===== src/dtc_pkg.sv =====
package dtc_pkg;
   // --------------------------------------------------------------
   // register indices (byte address = 4 * index)
   // --------------------------------------------------------------
   localparam logic [7:0]  CTR0_HIGH_IDX = 8'h0c;
   localparam logic [7:0]  CTR0_LOW_IDX  = 8'h0d;
   localparam logic [7:0]  CTR0_CTRL_IDX = 8'h0e;
   localparam logic [7:0]  CTR1_HIGH_IDX = 8'h0f;
   localparam logic [7:0]  CTR1_LOW_IDX  = 8'h10;
   localparam logic [7:0]  CTR1_CTRL_IDX = 8'h11;
   localparam logic [7:0]  IRQ_IDX       = 8'h12;
   // --------------------------------------------------------------
   // control fields and counter values
   // --------------------------------------------------------------
   localparam int          EDGE_BIT      = 3;
   localparam int          RUN_BIT       = 4;
   localparam int          MODE_LSB      = 6;
   localparam logic [7:0]  CTRL_MASK     = 8'hd8;
   localparam logic [7:0]  CTRL_RESET    = 8'h00;
   localparam logic [15:0] CNT_RESET     = 16'h0000;
   localparam logic [15:0] CNT_MAX       = 16'hffff;
   // --------------------------------------------------------------
   // timing
   // --------------------------------------------------------------
   localparam int          REF_CLK_HZ    = 20000000;
   localparam int          INSTR_DIV     = 4;
   localparam int          SLOW_HZ       = 32768;
   localparam logic [31:0] SLOW_INC      = 32'((64'(SLOW_HZ) << 32) / REF_CLK_HZ);

   typedef enum logic [1:0] {
      DTC_MODE_NONE  = 2'b00,
      DTC_MODE_EVENT = 2'b01,
      DTC_MODE_TIMER = 2'b10,
      DTC_MODE_PULSE = 2'b11
   } dtc_mode_t;
endpackage : dtc_pkg


===== src/dtc_counter.sv =====
`timescale 1ns/1ps
module dtc_counter
   import dtc_pkg::*;
(
   // clock and reset
   input  wire logic        ref_clk,
   input  wire logic        reset_n,
   // tick sources
   input  wire logic        int_tick,
   input  wire logic        pin_sync,
   // software access
   input  wire logic [7:0]  wdata,
   input  wire logic        wr_high,
   input  wire logic        wr_low,
   input  wire logic        wr_ctrl,
   input  wire logic        rd_high,
   // state and overflow strobe
   output logic      [15:0] count,
   output logic      [7:0]  low_buf,
   output logic      [7:0]  ctrl,
   output logic             ovf
);
   logic [15:0] preload_reg;
   logic        pin_prev_reg;
   logic        active_reg;
   logic        rise;
   logic        fall;
   logic        edge_hit;
   logic        tick;
   logic        run;
   logic        edge_sel;
   dtc_mode_t   mode;

   assign run      = ctrl[RUN_BIT];
   assign edge_sel = ctrl[EDGE_BIT];
   assign mode     = dtc_mode_t'(ctrl[7:MODE_LSB]);
   assign rise     = pin_sync & ~pin_prev_reg;
   assign fall     = ~pin_sync & pin_prev_reg;
   assign edge_hit = edge_sel ? fall : rise;

   // --------------------------------------------------------------
   // tick selection
   // --------------------------------------------------------------
   always_comb begin
      case (mode)
         DTC_MODE_EVENT: tick = run & edge_hit;
         DTC_MODE_TIMER: tick = run & int_tick;
         DTC_MODE_PULSE: tick = run & active_reg & int_tick;
         default:        tick = 1'b0;
      endcase
   end
   assign ovf = tick & (count == CNT_MAX);

   always_ff @(posedge ref_clk or negedge reset_n) begin
      if (!reset_n) pin_prev_reg <= 1'b0;
      else          pin_prev_reg <= pin_sync;
   end

   // --------------------------------------------------------------
   // pulse width measurement window
   // --------------------------------------------------------------
   always_ff @(posedge ref_clk or negedge reset_n) begin
      if (!reset_n) begin
         active_reg <= 1'b0;
      end else if (mode != DTC_MODE_PULSE || !run) begin
         active_reg <= 1'b0;
      end else if (!active_reg && (edge_sel ? rise : fall)) begin
         active_reg <= 1'b1;
      end else if (active_reg && (edge_sel ? fall : rise)) begin
         active_reg <= 1'b0;
      end
   end

   // --------------------------------------------------------------
   // control register
   // --------------------------------------------------------------
   always_ff @(posedge ref_clk or negedge reset_n) begin
      if (!reset_n) begin
         ctrl <= CTRL_RESET;
      end else if (wr_ctrl) begin
         ctrl <= wdata & CTRL_MASK;
      end else if (mode == DTC_MODE_PULSE && active_reg && (edge_sel ? fall : rise)) begin
         ctrl[RUN_BIT] <= 1'b0;
      end
   end

   // --------------------------------------------------------------
   // preload and holding buffer
   // --------------------------------------------------------------
   always_ff @(posedge ref_clk or negedge reset_n) begin
      if (!reset_n) begin
         low_buf     <= 8'h00;
         preload_reg <= CNT_RESET;
      end else begin
         if (wr_low) low_buf <= wdata;
         else if (rd_high) low_buf <= count[7:0];
         if (wr_high) preload_reg <= {wdata, low_buf};
      end
   end

   // --------------------------------------------------------------
   // counter
   // --------------------------------------------------------------
   always_ff @(posedge ref_clk or negedge reset_n) begin
      if (!reset_n) begin
         count <= CNT_RESET;
      end else if (wr_high && !run) begin
         count <= {wdata, low_buf};
      end else if (ovf) begin
         count <= preload_reg;
      end else if (tick) begin
         count <= count + 16'h0001;
      end
   end
endmodule : dtc_counter


===== src/dtc_top.sv =====
`timescale 1ns/1ps
module dtc_top
   import dtc_pkg::*;
(
   // clock and reset
   input  wire logic        ref_clk,
   input  wire logic        reset_n,
   // apb slave
   input  wire logic        psel,
   input  wire logic        penable,
   input  wire logic        pwrite,
   input  wire logic [11:0] paddr,
   input  wire logic [31:0] pwdata,
   input  wire logic [3:0]  pstrb,
   output logic      [31:0] prdata,
   output logic             pready,
   output logic             pslverr,
   // counter pins
   input  wire logic        ctr0_input_pin,
   input  wire logic        ctr1_input_pin,
   // requests
   output logic             ctr0_irq,
   output logic             ctr1_irq,
   output logic             wake_up
);
   logic [1:0]  sync0_reg;
   logic [1:0]  sync1_reg;
   logic [1:0]  div_reg;
   logic        instr_tick;
   logic [31:0] slow_acc_reg;
   logic        slow_tick;
   logic [1:0]  flag_reg;
   logic [1:0]  enable_reg;
   logic        wake_reg;
   logic [1:0]  ovf;
   logic [1:0]  ticks;
   logic [1:0]  pins;
   logic [15:0] count   [2];
   logic [7:0]  low_buf [2];
   logic [7:0]  ctrl    [2];
   logic        acc;
   logic        wr;
   logic        rd;
   logic        hit;
   logic [7:0]  idx;
   logic [7:0]  rdata_next;
   logic [31:0] prdata_reg;

   function automatic logic [7:0] reg_index(input logic [11:0] addr);
      reg_index = addr[9:2];
   endfunction : reg_index

   // --------------------------------------------------------------
   // pin synchronisers
   // --------------------------------------------------------------
   always_ff @(posedge ref_clk or negedge reset_n) begin
      if (!reset_n) begin
         sync0_reg <= 2'b00;
         sync1_reg <= 2'b00;
      end else begin
         sync0_reg <= {sync0_reg[0], ctr0_input_pin};
         sync1_reg <= {sync1_reg[0], ctr1_input_pin};
      end
   end
   assign pins = {sync1_reg[1], sync0_reg[1]};

   // --------------------------------------------------------------
   // internal count sources
   // --------------------------------------------------------------
   always_ff @(posedge ref_clk or negedge reset_n) begin
      if (!reset_n) div_reg <= 2'b00;
      else          div_reg <= div_reg + 2'b01;
   end
   assign instr_tick = (div_reg == 2'(INSTR_DIV - 1));

   always_ff @(posedge ref_clk or negedge reset_n) begin
      if (!reset_n) begin
         slow_acc_reg <= 32'h00000000;
         slow_tick    <= 1'b0;
      end else begin
         {slow_tick, slow_acc_reg} <= {1'b0, slow_acc_reg} + {1'b0, SLOW_INC};
      end
   end
   assign ticks = {slow_tick, instr_tick};

   // --------------------------------------------------------------
   // apb decode
   // --------------------------------------------------------------
   assign acc     = psel & penable;
   assign wr      = acc & pwrite & pstrb[0] & hit;
   // read strobe at setup: high byte and latched low byte from one count
   assign rd      = psel & ~penable & ~pwrite & hit;
   assign idx     = reg_index(paddr);
   assign pready  = 1'b1;
   assign hit     = (paddr[1:0] == 2'b00) && (paddr[11:10] == 2'b00) &&
                    (idx >= CTR0_HIGH_IDX) && (idx <= IRQ_IDX);
   assign pslverr = acc & ~hit;
   assign prdata  = prdata_reg;

   genvar g;
   generate
      for (g = 0; g < 2; g++) begin : g_ctr
         localparam logic [7:0] HI = (g == 0) ? CTR0_HIGH_IDX : CTR1_HIGH_IDX;
         dtc_counter u_ctr (
            .ref_clk  (ref_clk),
            .reset_n  (reset_n),
            .int_tick (ticks[g]),
            .pin_sync (pins[g]),
            .wdata    (pwdata[7:0]),
            .wr_high  (wr && idx == HI),
            .wr_low   (wr && idx == HI + 8'h01),
            .wr_ctrl  (wr && idx == HI + 8'h02),
            .rd_high  (rd && idx == HI),
            .count    (count[g]),
            .low_buf  (low_buf[g]),
            .ctrl     (ctrl[g]),
            .ovf      (ovf[g])
         );
      end
   endgenerate

   // --------------------------------------------------------------
   // read mux
   // --------------------------------------------------------------
   always_comb begin
      case (idx)
         CTR0_HIGH_IDX: rdata_next = count[0][15:8];
         CTR0_LOW_IDX:  rdata_next = low_buf[0];
         CTR0_CTRL_IDX: rdata_next = ctrl[0];
         CTR1_HIGH_IDX: rdata_next = count[1][15:8];
         CTR1_LOW_IDX:  rdata_next = low_buf[1];
         CTR1_CTRL_IDX: rdata_next = ctrl[1];
         IRQ_IDX:       rdata_next = {4'h0, enable_reg, flag_reg};
         default:       rdata_next = 8'h00;
      endcase
   end

   always_ff @(posedge ref_clk or negedge reset_n) begin
      if (!reset_n)            prdata_reg <= 32'h00000000;
      else if (rd)             prdata_reg <= {24'h000000, rdata_next};
      else if (psel && !penable && !pwrite) prdata_reg <= 32'h00000000;
   end

   // --------------------------------------------------------------
   // flags, enables, wake-up
   // --------------------------------------------------------------
   always_ff @(posedge ref_clk or negedge reset_n) begin
      if (!reset_n) begin
         flag_reg   <= 2'b00;
         enable_reg <= 2'b00;
      end else begin
         if (wr && idx == IRQ_IDX) begin
            enable_reg <= pwdata[3:2];
            flag_reg   <= (flag_reg & ~pwdata[1:0]) | ovf;
         end else begin
            flag_reg   <= flag_reg | ovf;
         end
      end
   end
   assign ctr0_irq = flag_reg[0] & enable_reg[0];
   assign ctr1_irq = flag_reg[1] & enable_reg[1];

   always_ff @(posedge ref_clk or negedge reset_n) begin
      if (!reset_n) wake_reg <= 1'b0;
      else          wake_reg <= |ovf;
   end
   assign wake_up = wake_reg;
endmodule : dtc_top


===== config.mk =====
export PLATFORM = sky130hd
export DESIGN_NAME = dtc_top
export DESIGN_NICKNAME = d
export VERILOG_FILES = /design/src/dtc_pkg.sv /design/src/dtc_counter.sv /design/src/dtc_top.sv
export SDC_FILE = /design/constraint.sdc
export NUM_CORES = 1
export LEC_CHECK = 0
export BUFFER_PORTS_ARGS = -buffer_cell sky130_fd_sc_hd__clkbuf_2
export CORE_MARGIN = 2
export CORE_UTILIZATION = 57
export DETAILED_ROUTE_END_ITERATION = 8
export MAX_ROUTING_LAYER = met4
export PLACE_DENSITY = 0.78
export SYNTH_ARGS = -nofsm -noshare
export SYNTH_HDL_FRONTEND = slang
export SYNTH_HIERARCHICAL = 1
export SYNTH_SLANG_ARGS = --single-unit

===== constraint.sdc =====
create_clock -name ref_clk -period 4.05 [get_ports ref_clk]
set_clock_uncertainty 0.2 [all_clocks]
set_input_delay 0.81 -clock ref_clk [delete_from_list [all_inputs] [get_ports ref_clk]]
set_output_delay 0.81 -clock ref_clk [all_outputs]
set_load 0.01 [all_outputs]

# Word level (Yosys, flattened, before mapping)
# Cells that the tools add are included.
dict set report word_totals {
  regBits 168
  input_bits 55
  output_inout_bits 37
  elab_cells 156
}
dict set report classes {
  n_addsub 4
  order_cmp 2
  eq_ne 18
  muxes 30
  n_bitwise 35
  n_reduce_logical 44
}
# cell count
set op_table {}
lappend op_table {{16-bit two-way mux} 6}
lappend op_table {{32-bit two-way mux} 2}
lappend op_table {{8-bit case mux with 7 select lines} 1}
lappend op_table {{32-bit by 23-bit adder with 33-bit output, second input constant} 1}
lappend op_table {{16-bit by 1-bit adder with 16-bit output, second input constant} 2}
lappend op_table {{16-bit == test, second input constant} 2}
lappend op_table {{8-bit by 4-bit == test with 1-bit output, second input constant} 4}
lappend op_table {{8-bit two-way mux} 4}
lappend op_table {{1-bit AND} 24}
lappend op_table {{8-bit by 5-bit == test with 1-bit output, second input constant} 3}
lappend op_table {{1-bit logical AND} 24}
lappend op_table {{1-bit two-way mux} 14}
lappend op_table {{3-bit nonzero test} 4}
lappend op_table {{2-bit == test, second input constant} 5}
lappend op_table {{2-bit nonzero test} 5}
lappend op_table {{8-bit by 4-bit >= comparator with 1-bit output, second input constant} 1}
lappend op_table {{8-bit by 5-bit <= comparator with 1-bit output, second input constant} 1}
lappend op_table {{1-bit NOT} 7}
lappend op_table {{1-bit logical NOT} 6}
lappend op_table {{1-bit case mux with 3 select lines} 2}
lappend op_table {{2-bit by 1-bit == test with 1-bit output, second input constant} 2}
lappend op_table {{2-bit logical NOT} 2}
lappend op_table {{2-bit inequality test, second input constant} 2}
lappend op_table {{2-bit OR} 2}
lappend op_table {{6 further kinds} 7}

# Logic depth before layout (Yosys ltp)
# Gate-level depths: netlist of the first run.
dict set report logic_depth {
  depth_word 8
  ltp_mapped 11
  mapped_depth_nobuf 10
}

# By module
# Netlist of the first run, hierarchy kept.
# mod instances cells_each area_per_inst_um2 seq_area_each_um2
set modules_own_cells {}
lappend modules_own_cells {dtc_counter 2 231 2457.4 1151.1}
lappend modules_own_cells {dtc_top 1 280 2956.6 1276.2}

# Worst setup path before layout of the first run
# No wires, ideal clock.
dict set report synth_path {
  path_kind {input to register}
  start {input paddr[1]}
  end {register g_ctr[0].u_ctr.preload_reg[10]}
  setup_ns 0.125
  t_arrival_ns 2.862
  required_time_ns 3.725
  slack_ns 0.863
  path_stages 6
  path_buffers 2
  path_cell_list {or4_4 -> or3_1 -> nor2_1 -> clkbuf_1 -> clkbuf_1 -> mux2_2}
}
dict set report synth_between {
  elab_chain_cells 6
}
# item line_no
set synth_lines {}
lappend synth_lines {{start, declared} dtc_top.sv:12} ;# input wire logic [11:0] paddr,
lappend synth_lines {{2-bit logical NOT} dtc_top.sv:95} ;# assign hit = (paddr[1:0] == 2'b00) && (paddr[11:10] == 2'b00) &&
lappend synth_lines {{1-bit logical AND (2 in series)} dtc_top.sv:95}
lappend synth_lines {{1-bit logical AND} dtc_top.sv:96} ;# (idx >= CTR0_HIGH_IDX) && (idx <= IRQ_IDX);
lappend synth_lines {{1-bit AND} dtc_top.sv:90} ;# assign wr = acc & pwrite & pstrb[0] & hit;
lappend synth_lines {{1-bit logical AND} dtc_top.sv:110} ;# .wr_high (wr && idx == HI),
lappend synth_lines {{end signal, assigned} dtc_counter.sv:97} ;# if (wr_high) preload_reg <= {wdata, low_buf};
lappend synth_lines {{end, declared} dtc_counter.sv:23} ;# logic [15:0] preload_reg;
# No other way between the ends.
# A chain may end at the register's enable or synchronous reset.

# Worst setup path in the final report of the first run
dict set report layout_path {
  start {input paddr[4]}
  end {output pslverr}
}
dict set report layout_between {
  elab_chain_cells 5
  word_cells_on_any_way 6
  classes_between {order compare: 2; bitwise: 2; reduce/logical: 2}
}
# item line_no
set layout_lines {}
lappend layout_lines {{8-bit by 4-bit >= comparator with 1-bit output} dtc_top.sv:96}
lappend layout_lines {{1-bit logical AND} dtc_top.sv:95}
lappend layout_lines {{1-bit logical AND (*)} dtc_top.sv:96}
lappend layout_lines {{1-bit NOT (*)} dtc_top.sv:97} ;# assign pslverr = acc & ~hit;
lappend layout_lines {{1-bit AND (*)} dtc_top.sv:97}
lappend layout_lines {{end, declared} dtc_top.sv:17} ;# output logic pslverr,
# Mark *: on every way between the ends. The rest lies on a longest branch, timed or not.

==> results.cfg, run 1 <==
[worst_setup_path]
crit_path_frequent_cell = clkbuf_2
r2r-end = flag_reg[0]
rr_worst_depth = 7
r2r_setup_slack_ns = 1.58
critical_path.max_stage_delay_ns = 0.41
crit_path_end_kind = output pin
slowest_stage = nor3b_1
worst-setup-path-type = input pin to output pin
arrival_ns = 2.11
cp-start-kind = input pin
cp.required_ns = 3.04
r2r_start = g_ctr[0].u_ctr/count[0]
worstPathCellList = clkbuf_2 -> nor3b_1 -> a21oi_1 -> nor3b_2 -> nor2_1 -> clkbuf_2
crit_path_max_fanout = 4

[detailed_routing]
post_drt_wl_per_cell_um = 19.5
drt_wl_total_mm = 18.9
drc_errors = 0
via_per_inst = 6.20
drtAntennaViolNets = 0
drt_iter0_markers = 584
via_count = 6005
dr.pass1.iters = 5

[die]
num_rows = 42
die_h_um = 122
ioPinCount = 92
die_w_um = 122
start_util_pct = 59.0
coreArea_um2 = 13300
dieArea_um2 = 14800

[power_and_ir_drop]
powerDensity_nw_per_um2 = 402
switching_share_pct = 27.6
ir_drop_v = 0.000286
clkPwrFrac_pct = 42.6
p_leak_nw = 3.81
pwr-share-seq_pct = 47.2
p_int_mw = 2.52
combPwrFrac_pct = 10.1
power.switching_uw = 960

[sta]
rsz0062_at_grt = false
setup_tns_ns = 0
finalHoldViolations = 0
period_share_pct = 77.1
setup_viol = 0
fmax_mhz = 320
post-route-min-period_ns = 3.12
maxSlewHeadroom_pct = 35.3
tightest_slew_ns = 0.969
final-max-slew-violation-count = 0
holdWs_ns = 0.147

[grt]
grtUsageTotal_pct = 28.6
grt_pass1_vias = 5863
overflow = 0
antenna_found_initial = 0
grt_pass1_wl_mm = 31.0
grt_start_max_net_pins = 95

[layout]
nNetsFinal = 839
layout-drive-gt1-share_pct = 21.7
antenna_cells = 0
syn_to_final_growth_pct = 10.0

[synthesis]
synth_area_per_cell_um2 = 10.6
syn_area_um2 = 7870
ys_warn_count = 6
ys_seq_area_share_pct = 45.5
synthArstFlopShare_pct = 100
synthFlopType = dfrtp_1
yosysMostFrequentCell = dfrtp_1
synth_cell_types = 78
synth_top_area_share_pct = 45.5
synth_largest_area_cell = dfrtp_1
yosys_register_bits = 143
synthTopCellsByCount = dfrtp_1 (143), nand2_1 (72), nor2_1 (42)
synth_area_leaders = dfrtp_1 (45%), mux2_2 (5.4%), buf_4 (3.6%), mux2i_1 (3.6%), nand2_1 (3.4%)
synthCells = 742
synth_edf_count = 0

[clocking]
clock_latency_ns = 0.43
htreeDepth = 4
cts_root_buffer = clkbuf_16
cts-hold-fix-buffers = 0
numCtsBuffers = 17
clkSinkCount = 143
cts.path.max_buffers = 2
cts_tree = built
post-cts-setup-buffers = 0
cts_resized = 0
clkTransAtPathRegs_ns = 0.06

[min_path]
min_path_type = register to register
holdPathEnd = sync1_reg[1]
hold_depth = 0
min_from = sync1_reg[0]

[placed_design]
dpl.hpwl_mm = 13.0
io_buffers = 39
gp_congestion = 0.909

[status]
status = completed

[run]
drv_cap = 0
routing by layer:
layer | track usage [%] | up-vias | wire, um
li1 | - | 2727 | -
met1 | 36.8 | 2975 | 7820
met2 | 44.0 | 250 | 8970
met3 | 6.81 | 53 | 1440
met4 | 11.4 | 0 | 670
met5 | - | - | 0
through the flow:
step	instances	setup slack, ns	total power, mW	area, um^2	util, %
6_report	968	0.929	3.48	8660	64.9
3_3_place_gp	937	0.646	1.99	8110	60.7
3_5_place_dp	937	0.583	2.01	8110	60.7
4_1_cts	968	1.00	3.49	8660	64.9
2_1_floorplan	771	0.863	1.89	7980	-
5_1_grt	968	0.867	3.61	8660	64.9
worst max path at each step:
stage	slack, ns	from	cells after the start	endpoint
2_1_floorplan	0.86	paddr[1]	6	g_ctr[0].u_ctr/preload_reg[10]
3_3_place_gp	0.65	paddr[1]	9	g_ctr[0].u_ctr/count[14]
3_5_place_dp	0.58	paddr[1]	11	g_ctr[0].u_ctr/count[9]
4_1_cts	1.00	paddr[1]	5	pslverr
5_1_grt	0.87	paddr[1]	11	g_ctr[0].u_ctr/count[9]
6_report	0.93	paddr[4]	6	pslverr
kinds of logic after synthesis:
family	Yosys count	share of synthesized area (%)
AOI/OAI and AO/OA	147	14.4
DFF	143	45.5
buffers and inverters	80	6.02
xor gates and xnor gates	43	4.78
adders and majority gates	4	0.636
and+or+nand+nor	245	17.0
other	4	0.191
muxes	76	11.6
worst max-delay path, delay by kind of cell:
| family | cells | cell delay, ns |
|---|---|---|
| buffers and inverters | 2 | 0.24 |
| AOI/OAI and AO/OA | 1 | 0.14 |
| and+or+nand+nor | 3 | 0.92 |
final cells by class:
type	instances	area [um^2]
clock inverters	12	111
fillers	1039	4690
inverters	18	67.6
repair buffers	52	312
clock buffers	19	443
flip-flops and latches	143	3580
multi-input cells	548	3930
well taps	176	220
power groups by stage:
stage | Clock (mW) | Combinational (mW) | Sequential [mW]
floorplan | 0 | 0.270 | 1.62
global placement | 0 | 0.330 | 1.66
detailed placement | 0 | 0.347 | 1.66
CTS | 1.50 | 0.351 | 1.64
global route | 1.57 | 0.389 | 1.65
finish | 1.48 | 0.352 | 1.64
cell usage in the layout, fill, tap and decap left out, types with 8 or more instances in the layout:
cell,n
a221o_1,8
clkbuf_2,38
nor3_1,24
inv_1,17
nor2_1,42
nand2_1,72
a21oi_1,19
conb_1,33
xnor2_1,17
mux2_2,38
o211ai_1,8
mux4_2,8
clkbuf_16,17
xor2_1,26
a22o_1,11
dfrtp_1,143
o21ai_0,31
nand3_1,34
mux2i_1,28
buf_4,12
Power figures use the tool's default switching activity.
==> run 2, diff against run 1 <==
Settings changed: CORE_UTILIZATION 57 to 53, PLACE_DENSITY 0.78 to 0.76.
Clock period 4.05 ns to 2.7 ns, I/O delays scaled along.
==> run 2 against run 1 <==
Net effect: die area rose by 7.3%; global-route usage fell by 2.4 points; first-iteration DRC count fell by 8.2%; non-clock buffer count rose by 25; clock power rose by 55%; utilization fell by 3.7 points; routed wire length fell by 0.11%; critical path type unchanged; critical endpoint unchanged.
==> results.cfg, run 2 (same netlist as run 1, synthesis figures left out) <==
[die]
ioPinCount = 92
die_w_um = 126
coreArea_um2 = 14500
die_h_um = 126
dieArea_um2 = 15800
num_rows = 44
start_util_pct = 54.2

[worst_setup_path]
cp_num_buf_inv = 3
crit_path_end_kind = output pin
critical_path.max_stage_delay_ns = 0.55
crit_path_frequent_cell = clkbuf_2
crit_path_max_fanout = 4
r2r_setup_slack_ns = 0.32
cp-start-kind = input pin
r2r-end = flag_reg[1]
worst-setup-path-type = input pin to output pin
rr_worst_depth = 7
r2r_start = g_ctr[1].u_ctr/count[0]
slowest_stage = or4_4
worstPathCellList = clkbuf_2 -> or4_4 -> buf_4 -> nor3b_2 -> nor2_1 -> clkbuf_2
arrival_ns = 1.83
path_delay_family = simple AND/OR/NAND/NOR gates
cp.required_ns = 1.96

[grt]
antenna_found_initial = 0
grtUsageTotal_pct = 26.2
grt_pass1_wl_mm = 31.7
overflow = 0
grt_start_max_net_pins = 61
grt_pass1_vias = 6123

[layout]
syn_to_final_growth_pct = 12.9
post-route-util_pct = 61.1
nNetsFinal = 864
fillers = 1169
antenna_cells = 0
layout-drive-gt1-share_pct = 23.5
final_cell_mix = dfrtp_1 (143), nand2_1 (72), nor2_1 (42)
layout_commonest_cell = dfrtp_1

[detailed_routing]
via_per_inst = 6.08
drc_errors = 0
drt_wl_total_mm = 18.9
dr.pass1.iters = 5
post_drt_wl_per_cell_um = 18.8
via_count = 6092
drt_iter0_markers = 536
drtAntennaViolNets = 0

[power_and_ir_drop]
combPwrFrac_pct = 10.1
switching_share_pct = 26.3
power.switching_mw = 1.39
powerDensity_nw_per_um2 = 596
p_int_mw = 3.90
clkPwrFrac_pct = 43.4
ir_drop_v = 0.000452
power_mw = 5.30
pwr-share-seq_pct = 46.4
p_leak_nw = 3.95

[clocking]
cts_tree = built
cts.path.max_buffers = 2
clkTransAtPathRegs_ns = 0.06
clock_latency_ns = 0.43
cts_root_buffer = clkbuf_16
htreeDepth = 4
numCtsBuffers = 17
cts-hold-fix-buffers = 2
clkSinkCount = 143
post-cts-setup-buffers = 0
cts_resized = 0

[placed_design]
dpl.hpwl_mm = 13.3
post-place-ws_ns = -0.106
io_buffers = 39
gp_congestion = 0.935

[sta]
setup_viol = 0
period_share_pct = 95.0
setup_ws_ns = 0.134
maxSlewHeadroom_pct = 48.6
finalHoldViolations = 0
fmax_mhz = 390
rsz0062_at_grt = false
post-route-min-period_ns = 2.57
tightest_slew_ns = 0.766
final-max-slew-violation-count = 0

[run]
drv_cap = 0

[min_path]
min_from = sync0_reg[0]
holdPathEnd = sync0_reg[1]
min_path_type = register to register
hold_depth = 0

[status]
status = completed
## run 2: cell count changes in the layout (fill, tap and decap cells not counted)
| cell | before | now |
|---|---|---|
| dlygate4sd3_1 | 0 | 3 |
| inv_6 | 3 | 1 |
| clkinvlp_4 | 3 | 1 |
| buf_4 | 12 | 34 |
| clkbuf_8 | 1 | 2 |
| clkbuf_1 | 1 | 4 |
| bufinv_16 | 1 | 2 |
## run 2: cell type report
class	instances	area (um^2)	share of cell area (%)
Multi-Input combinational cell	548	3930	44.2
Clock inverter	9	109	1.22
Timing Repair Buffer	77	507	5.70
Inverter	18	67.6	0.760
Tap cell	184	230	2.59
Clock buffer	23	468	5.27
Sequential cell	143	3580	40.3
## run 2: per-stage QoR
stage          instances  TNS [ns]  hold WS, ns  area, um^2
2_1_floorplan        771         0       0.0444        7990
3_3_place_gp         967    -0.835        0.138        8280
3_5_place_dp         967     -1.62        0.136        8280
4_1_cts             1001         0      0.00195        8880
5_1_grt             1002         0        0.167        8890
6_report            1002         0        0.147        8890
## run 2: routing by layer
| metal | up-vias | GRT usage, % | part of all wire [%] |
|---|---|---|---|
| li1 | 2772 | - | - |
| met1 | 3038 | 32.1 | 40 |
| met2 | 240 | 42.6 | 51 |
| met3 | 42 | 6.12 | 6.7 |
| met4 | 0 | 9.57 | 2.5 |
| met5 | - | - | 0 |
## run 2: power groups by stage
stage | sequential, mW | clock (mW) | combinational [mW]
5_1_grt | 2.48 | 2.44 | 0.595
3_3_place_gp | 2.48 | 0 | 0.507
2_1_floorplan | 2.43 | 0 | 0.404
3_5_place_dp | 2.49 | 0 | 0.526
6_report | 2.46 | 2.30 | 0.537
4_1_cts | 2.45 | 2.34 | 0.536
## run 2: worst max-delay path by stage
stage                        start  cells past startpoint  slack, ns                         to
after floorplan           paddr[1]                      7      0.001    g_ctr[0].u_ctr/count[6]
after global placement    paddr[1]                      8      -0.08   g_ctr[0].u_ctr/count[14]
after detailed placement  paddr[1]                      8      -0.11  g_ctr[0].u_ctr/low_buf[2]
after CTS                 paddr[1]                      6       0.13                    pslverr
after global routing      paddr[1]                      6       0.05                    pslverr
final                     paddr[1]                      6       0.13                    pslverr
==> run 3, diff against run 2 <==
Settings changed: ABC_AREA set to 1, CORE_UTILIZATION 53 to 54, PLACE_DENSITY 0.76 to 0.77.
==> run 3 against run 2 <==
Net effect: sequential power is 13% lower; total power down 8.5%; global-route usage increased by 0.54 points; largest power group is now clock.
==> results.cfg, run 3 <==
[power_and_ir_drop]
powerDensity_nw_per_um2 = 486
p_leak_nw = 5.61
clkPwrFrac_pct = 51.7
power_mw = 4.84
switching_share_pct = 22.2
power.switching_mw = 1.08
pwr-share-seq_pct = 44.4
combPwrFrac_pct = 3.9
ir_drop_v = 0.000460
p_int_mw = 3.77

[worst_setup_path]
crit_path_end_kind = register
setup.worst_path.end = g_ctr[0].u_ctr/count[8]
cp-start-kind = input pin
cp_num_buf_inv = 4
slowest_stage = o21ai_0
cp.depth = 13
r2r_start = g_ctr[0].u_ctr/ctrl[4]
r2r_setup_slack_ns = 0.62
worstPathCellList = clkbuf_2 -> or2_1 -> nor3_2 -> nand3_4 -> inv_2 -> nand2_2 -> nor2_1 -> inv_2 -> nor2_8 -> inv_1 -> o21ai_0 -> nand2_1 -> nand2_1
arrival_ns = 2.38
crit_path_max_fanout = 16
cp.required_ns = 2.86
worst-setup-path-type = input pin to register
critical_path.max_stage_delay_ns = 0.27
path_delay_family = simple AND/OR/NAND/NOR gates
crit_path_start = paddr[11]
rr_worst_depth = 8
r2r-end = g_ctr[0].u_ctr/count[4]

[clocking]
clkSinkCount = 143
post-cts-setup-buffers = 0
cts_tree = built
cts.path.max_buffers = 2
cts_root_buffer = clkbuf_16
cts_resized = 0
clkTransAtPathRegs_ns = 0.06
clock_latency_ns = 0.42
htreeDepth = 4
numCtsBuffers = 17

[grt]
grt_start_max_net_pins = 56
antenna_found_initial = 0
grt_pass1_wl_mm = 36.6
grt_pass1_vias = 7684
grtUsageTotal_pct = 26.7
overflow = 0

[sta]
fmax_mhz = 450
setup_viol = 0
setup_tns_ns = 0
period_share_pct = 82.3
tightest_slew_ns = 0.519
rsz0062_at_grt = false
post-route-min-period_ns = 2.22
final-max-slew-violation-count = 0
maxSlewHeadroom_pct = 65.4
finalHoldViolations = 0
holdWs_ns = 0.0234

[synthesis]
synthFlopType = dfrtp_1
synthArstFlopShare_pct = 100
yosysMostFrequentCell = nand2_1
ys_seq_area_share_pct = 40.0
synth_cell_types = 42
syn_area_um2 = 8940
synth_top_area_share_pct = 40.0
synth_largest_area_cell = dfrtp_1
synthTopCellsByCount = nand2_1 (397), dfrtp_1 (143), inv_1 (138)
synth_area_per_cell_um2 = 7.23
yosys_register_bits = 143
synthCells = 1236
synth_area_leaders = dfrtp_1 (40%), nand2_1 (17%), nand3_1 (6.7%), inv_1 (5.8%), nor2_1 (4.6%)
ys_warn_count = 6
synth_edf_count = 0

[layout]
layout-drive-gt1-share_pct = 12.5
final_area_um2 = 9980
layout_commonest_cell = nand2_1
syn_to_final_growth_pct = 11.6
antenna_cells = 0
final_cell_mix = nand2_1 (397), dfrtp_1 (143), inv_1 (138)
nNetsFinal = 1350

[placed_design]
dpl.hpwl_mm = 15.8
io_buffers = 39
placed_area_um2 = 9340
gp_congestion = 0.964

[die]
num_rows = 47
die_h_um = 133
dieArea_um2 = 17600
coreArea_um2 = 16400
start_util_pct = 54.5
ioPinCount = 92
die_w_um = 133

[detailed_routing]
drtAntennaViolNets = 0
drt_wl_total_mm = 21.9
drc_errors = 0
via_per_inst = 5.27
post_drt_wl_per_cell_um = 14.4
dr.pass1.iters = 6
drt_iter0_markers = 713
via_count = 8030

[status]
status = completed

[min_path]
min_path_type = input pin to register

[run]
drv_cap = 0
## run 3: routing by layer
layer  part of all wire, %  global-route usage [%]  vias up
met5                     0                       -        -
met4                   2.7                    10.5        0
li1                      -                       -     3982
met1                    44                    35.0     3696
met2                    46                    41.5      300
met3                   7.4                    4.52       52
## run 3: through the flow
step	setup WS, ns	std cells	utilization (%)
final	0.477	1524	60.8
after global routing	0.235	1524	60.8
after CTS	0.496	1524	60.8
after detailed placement	0.0920	1491	56.9
after global placement	0.143	1491	56.9
after floorplan	0.128	1265	-
## run 3: kinds of logic after synthesis
| kind of cell | after synthesis | synth area share [%] |
|---|---|---|
| flip-flops | 143 | 40.0 |
| other | 4 | 0.168 |
| AND/OR/NAND/NOR | 710 | 36.6 |
| XOR/XNOR | 34 | 3.33 |
| AO/OA/AOI/OAI | 127 | 7.92 |
| buffers and inverters | 212 | 11.2 |
| adder cells (fa/ha/maj) | 4 | 0.560 |
| multiplexers | 2 | 0.252 |
## run 3: worst min path at each step
| stage | startpoint | end | slack [ns] | cells past startpoint |
|---|---|---|---|---|
| after floorplan | reset_n | div_reg[0] | 0.04 | 0 |
| after global routing | ctr1_input_pin | sync1_reg[0] | 0.01 | 1 |
| after CTS | ctr1_input_pin | sync1_reg[0] | 0.01 | 1 |
| after global placement | sync0_reg[0] | sync0_reg[1] | 0.13 | 0 |
| final | ctr1_input_pin | sync1_reg[0] | 0.02 | 1 |
| after detailed placement | sync0_reg[0] | sync0_reg[1] | 0.14 | 0 |
## run 3: power groups by stage
stage | registers (mW) | logic (mW) | clock network [mW]
finish | 2.15 | 0.188 | 2.50
global route | 2.15 | 0.212 | 2.63
CTS | 2.15 | 0.189 | 2.54
detailed placement | 2.19 | 0.187 | 0
global placement | 2.19 | 0.184 | 0
floorplan | 2.19 | 0.114 | 0
## run 3: final cells by class
cell class	count	area [um^2]
clock buffer	19	443
clock inverter	13	188
fill	1467	6430
inverter	152	571
multi-input combinational	910	4470
sequential	143	3580
tap	220	275
timing repair buffer	67	452
## run 3: repair_timing
action                     in CTS  in global routing
hold buffers                    1                  0
setup endpoints to repair       0                  0
hold endpoints to repair       52                  0
## run 3: worst register-to-register path: stages (launching register included)
cell     delay, ns
dfrtp_1       0.61
nand2_1       0.11
nand2_1       0.09
nand4_1       0.08
nand2_2       0.28
inv_1         0.29
a21oi_1       0.20
nand2_1       0.08
nand3_1       0.08
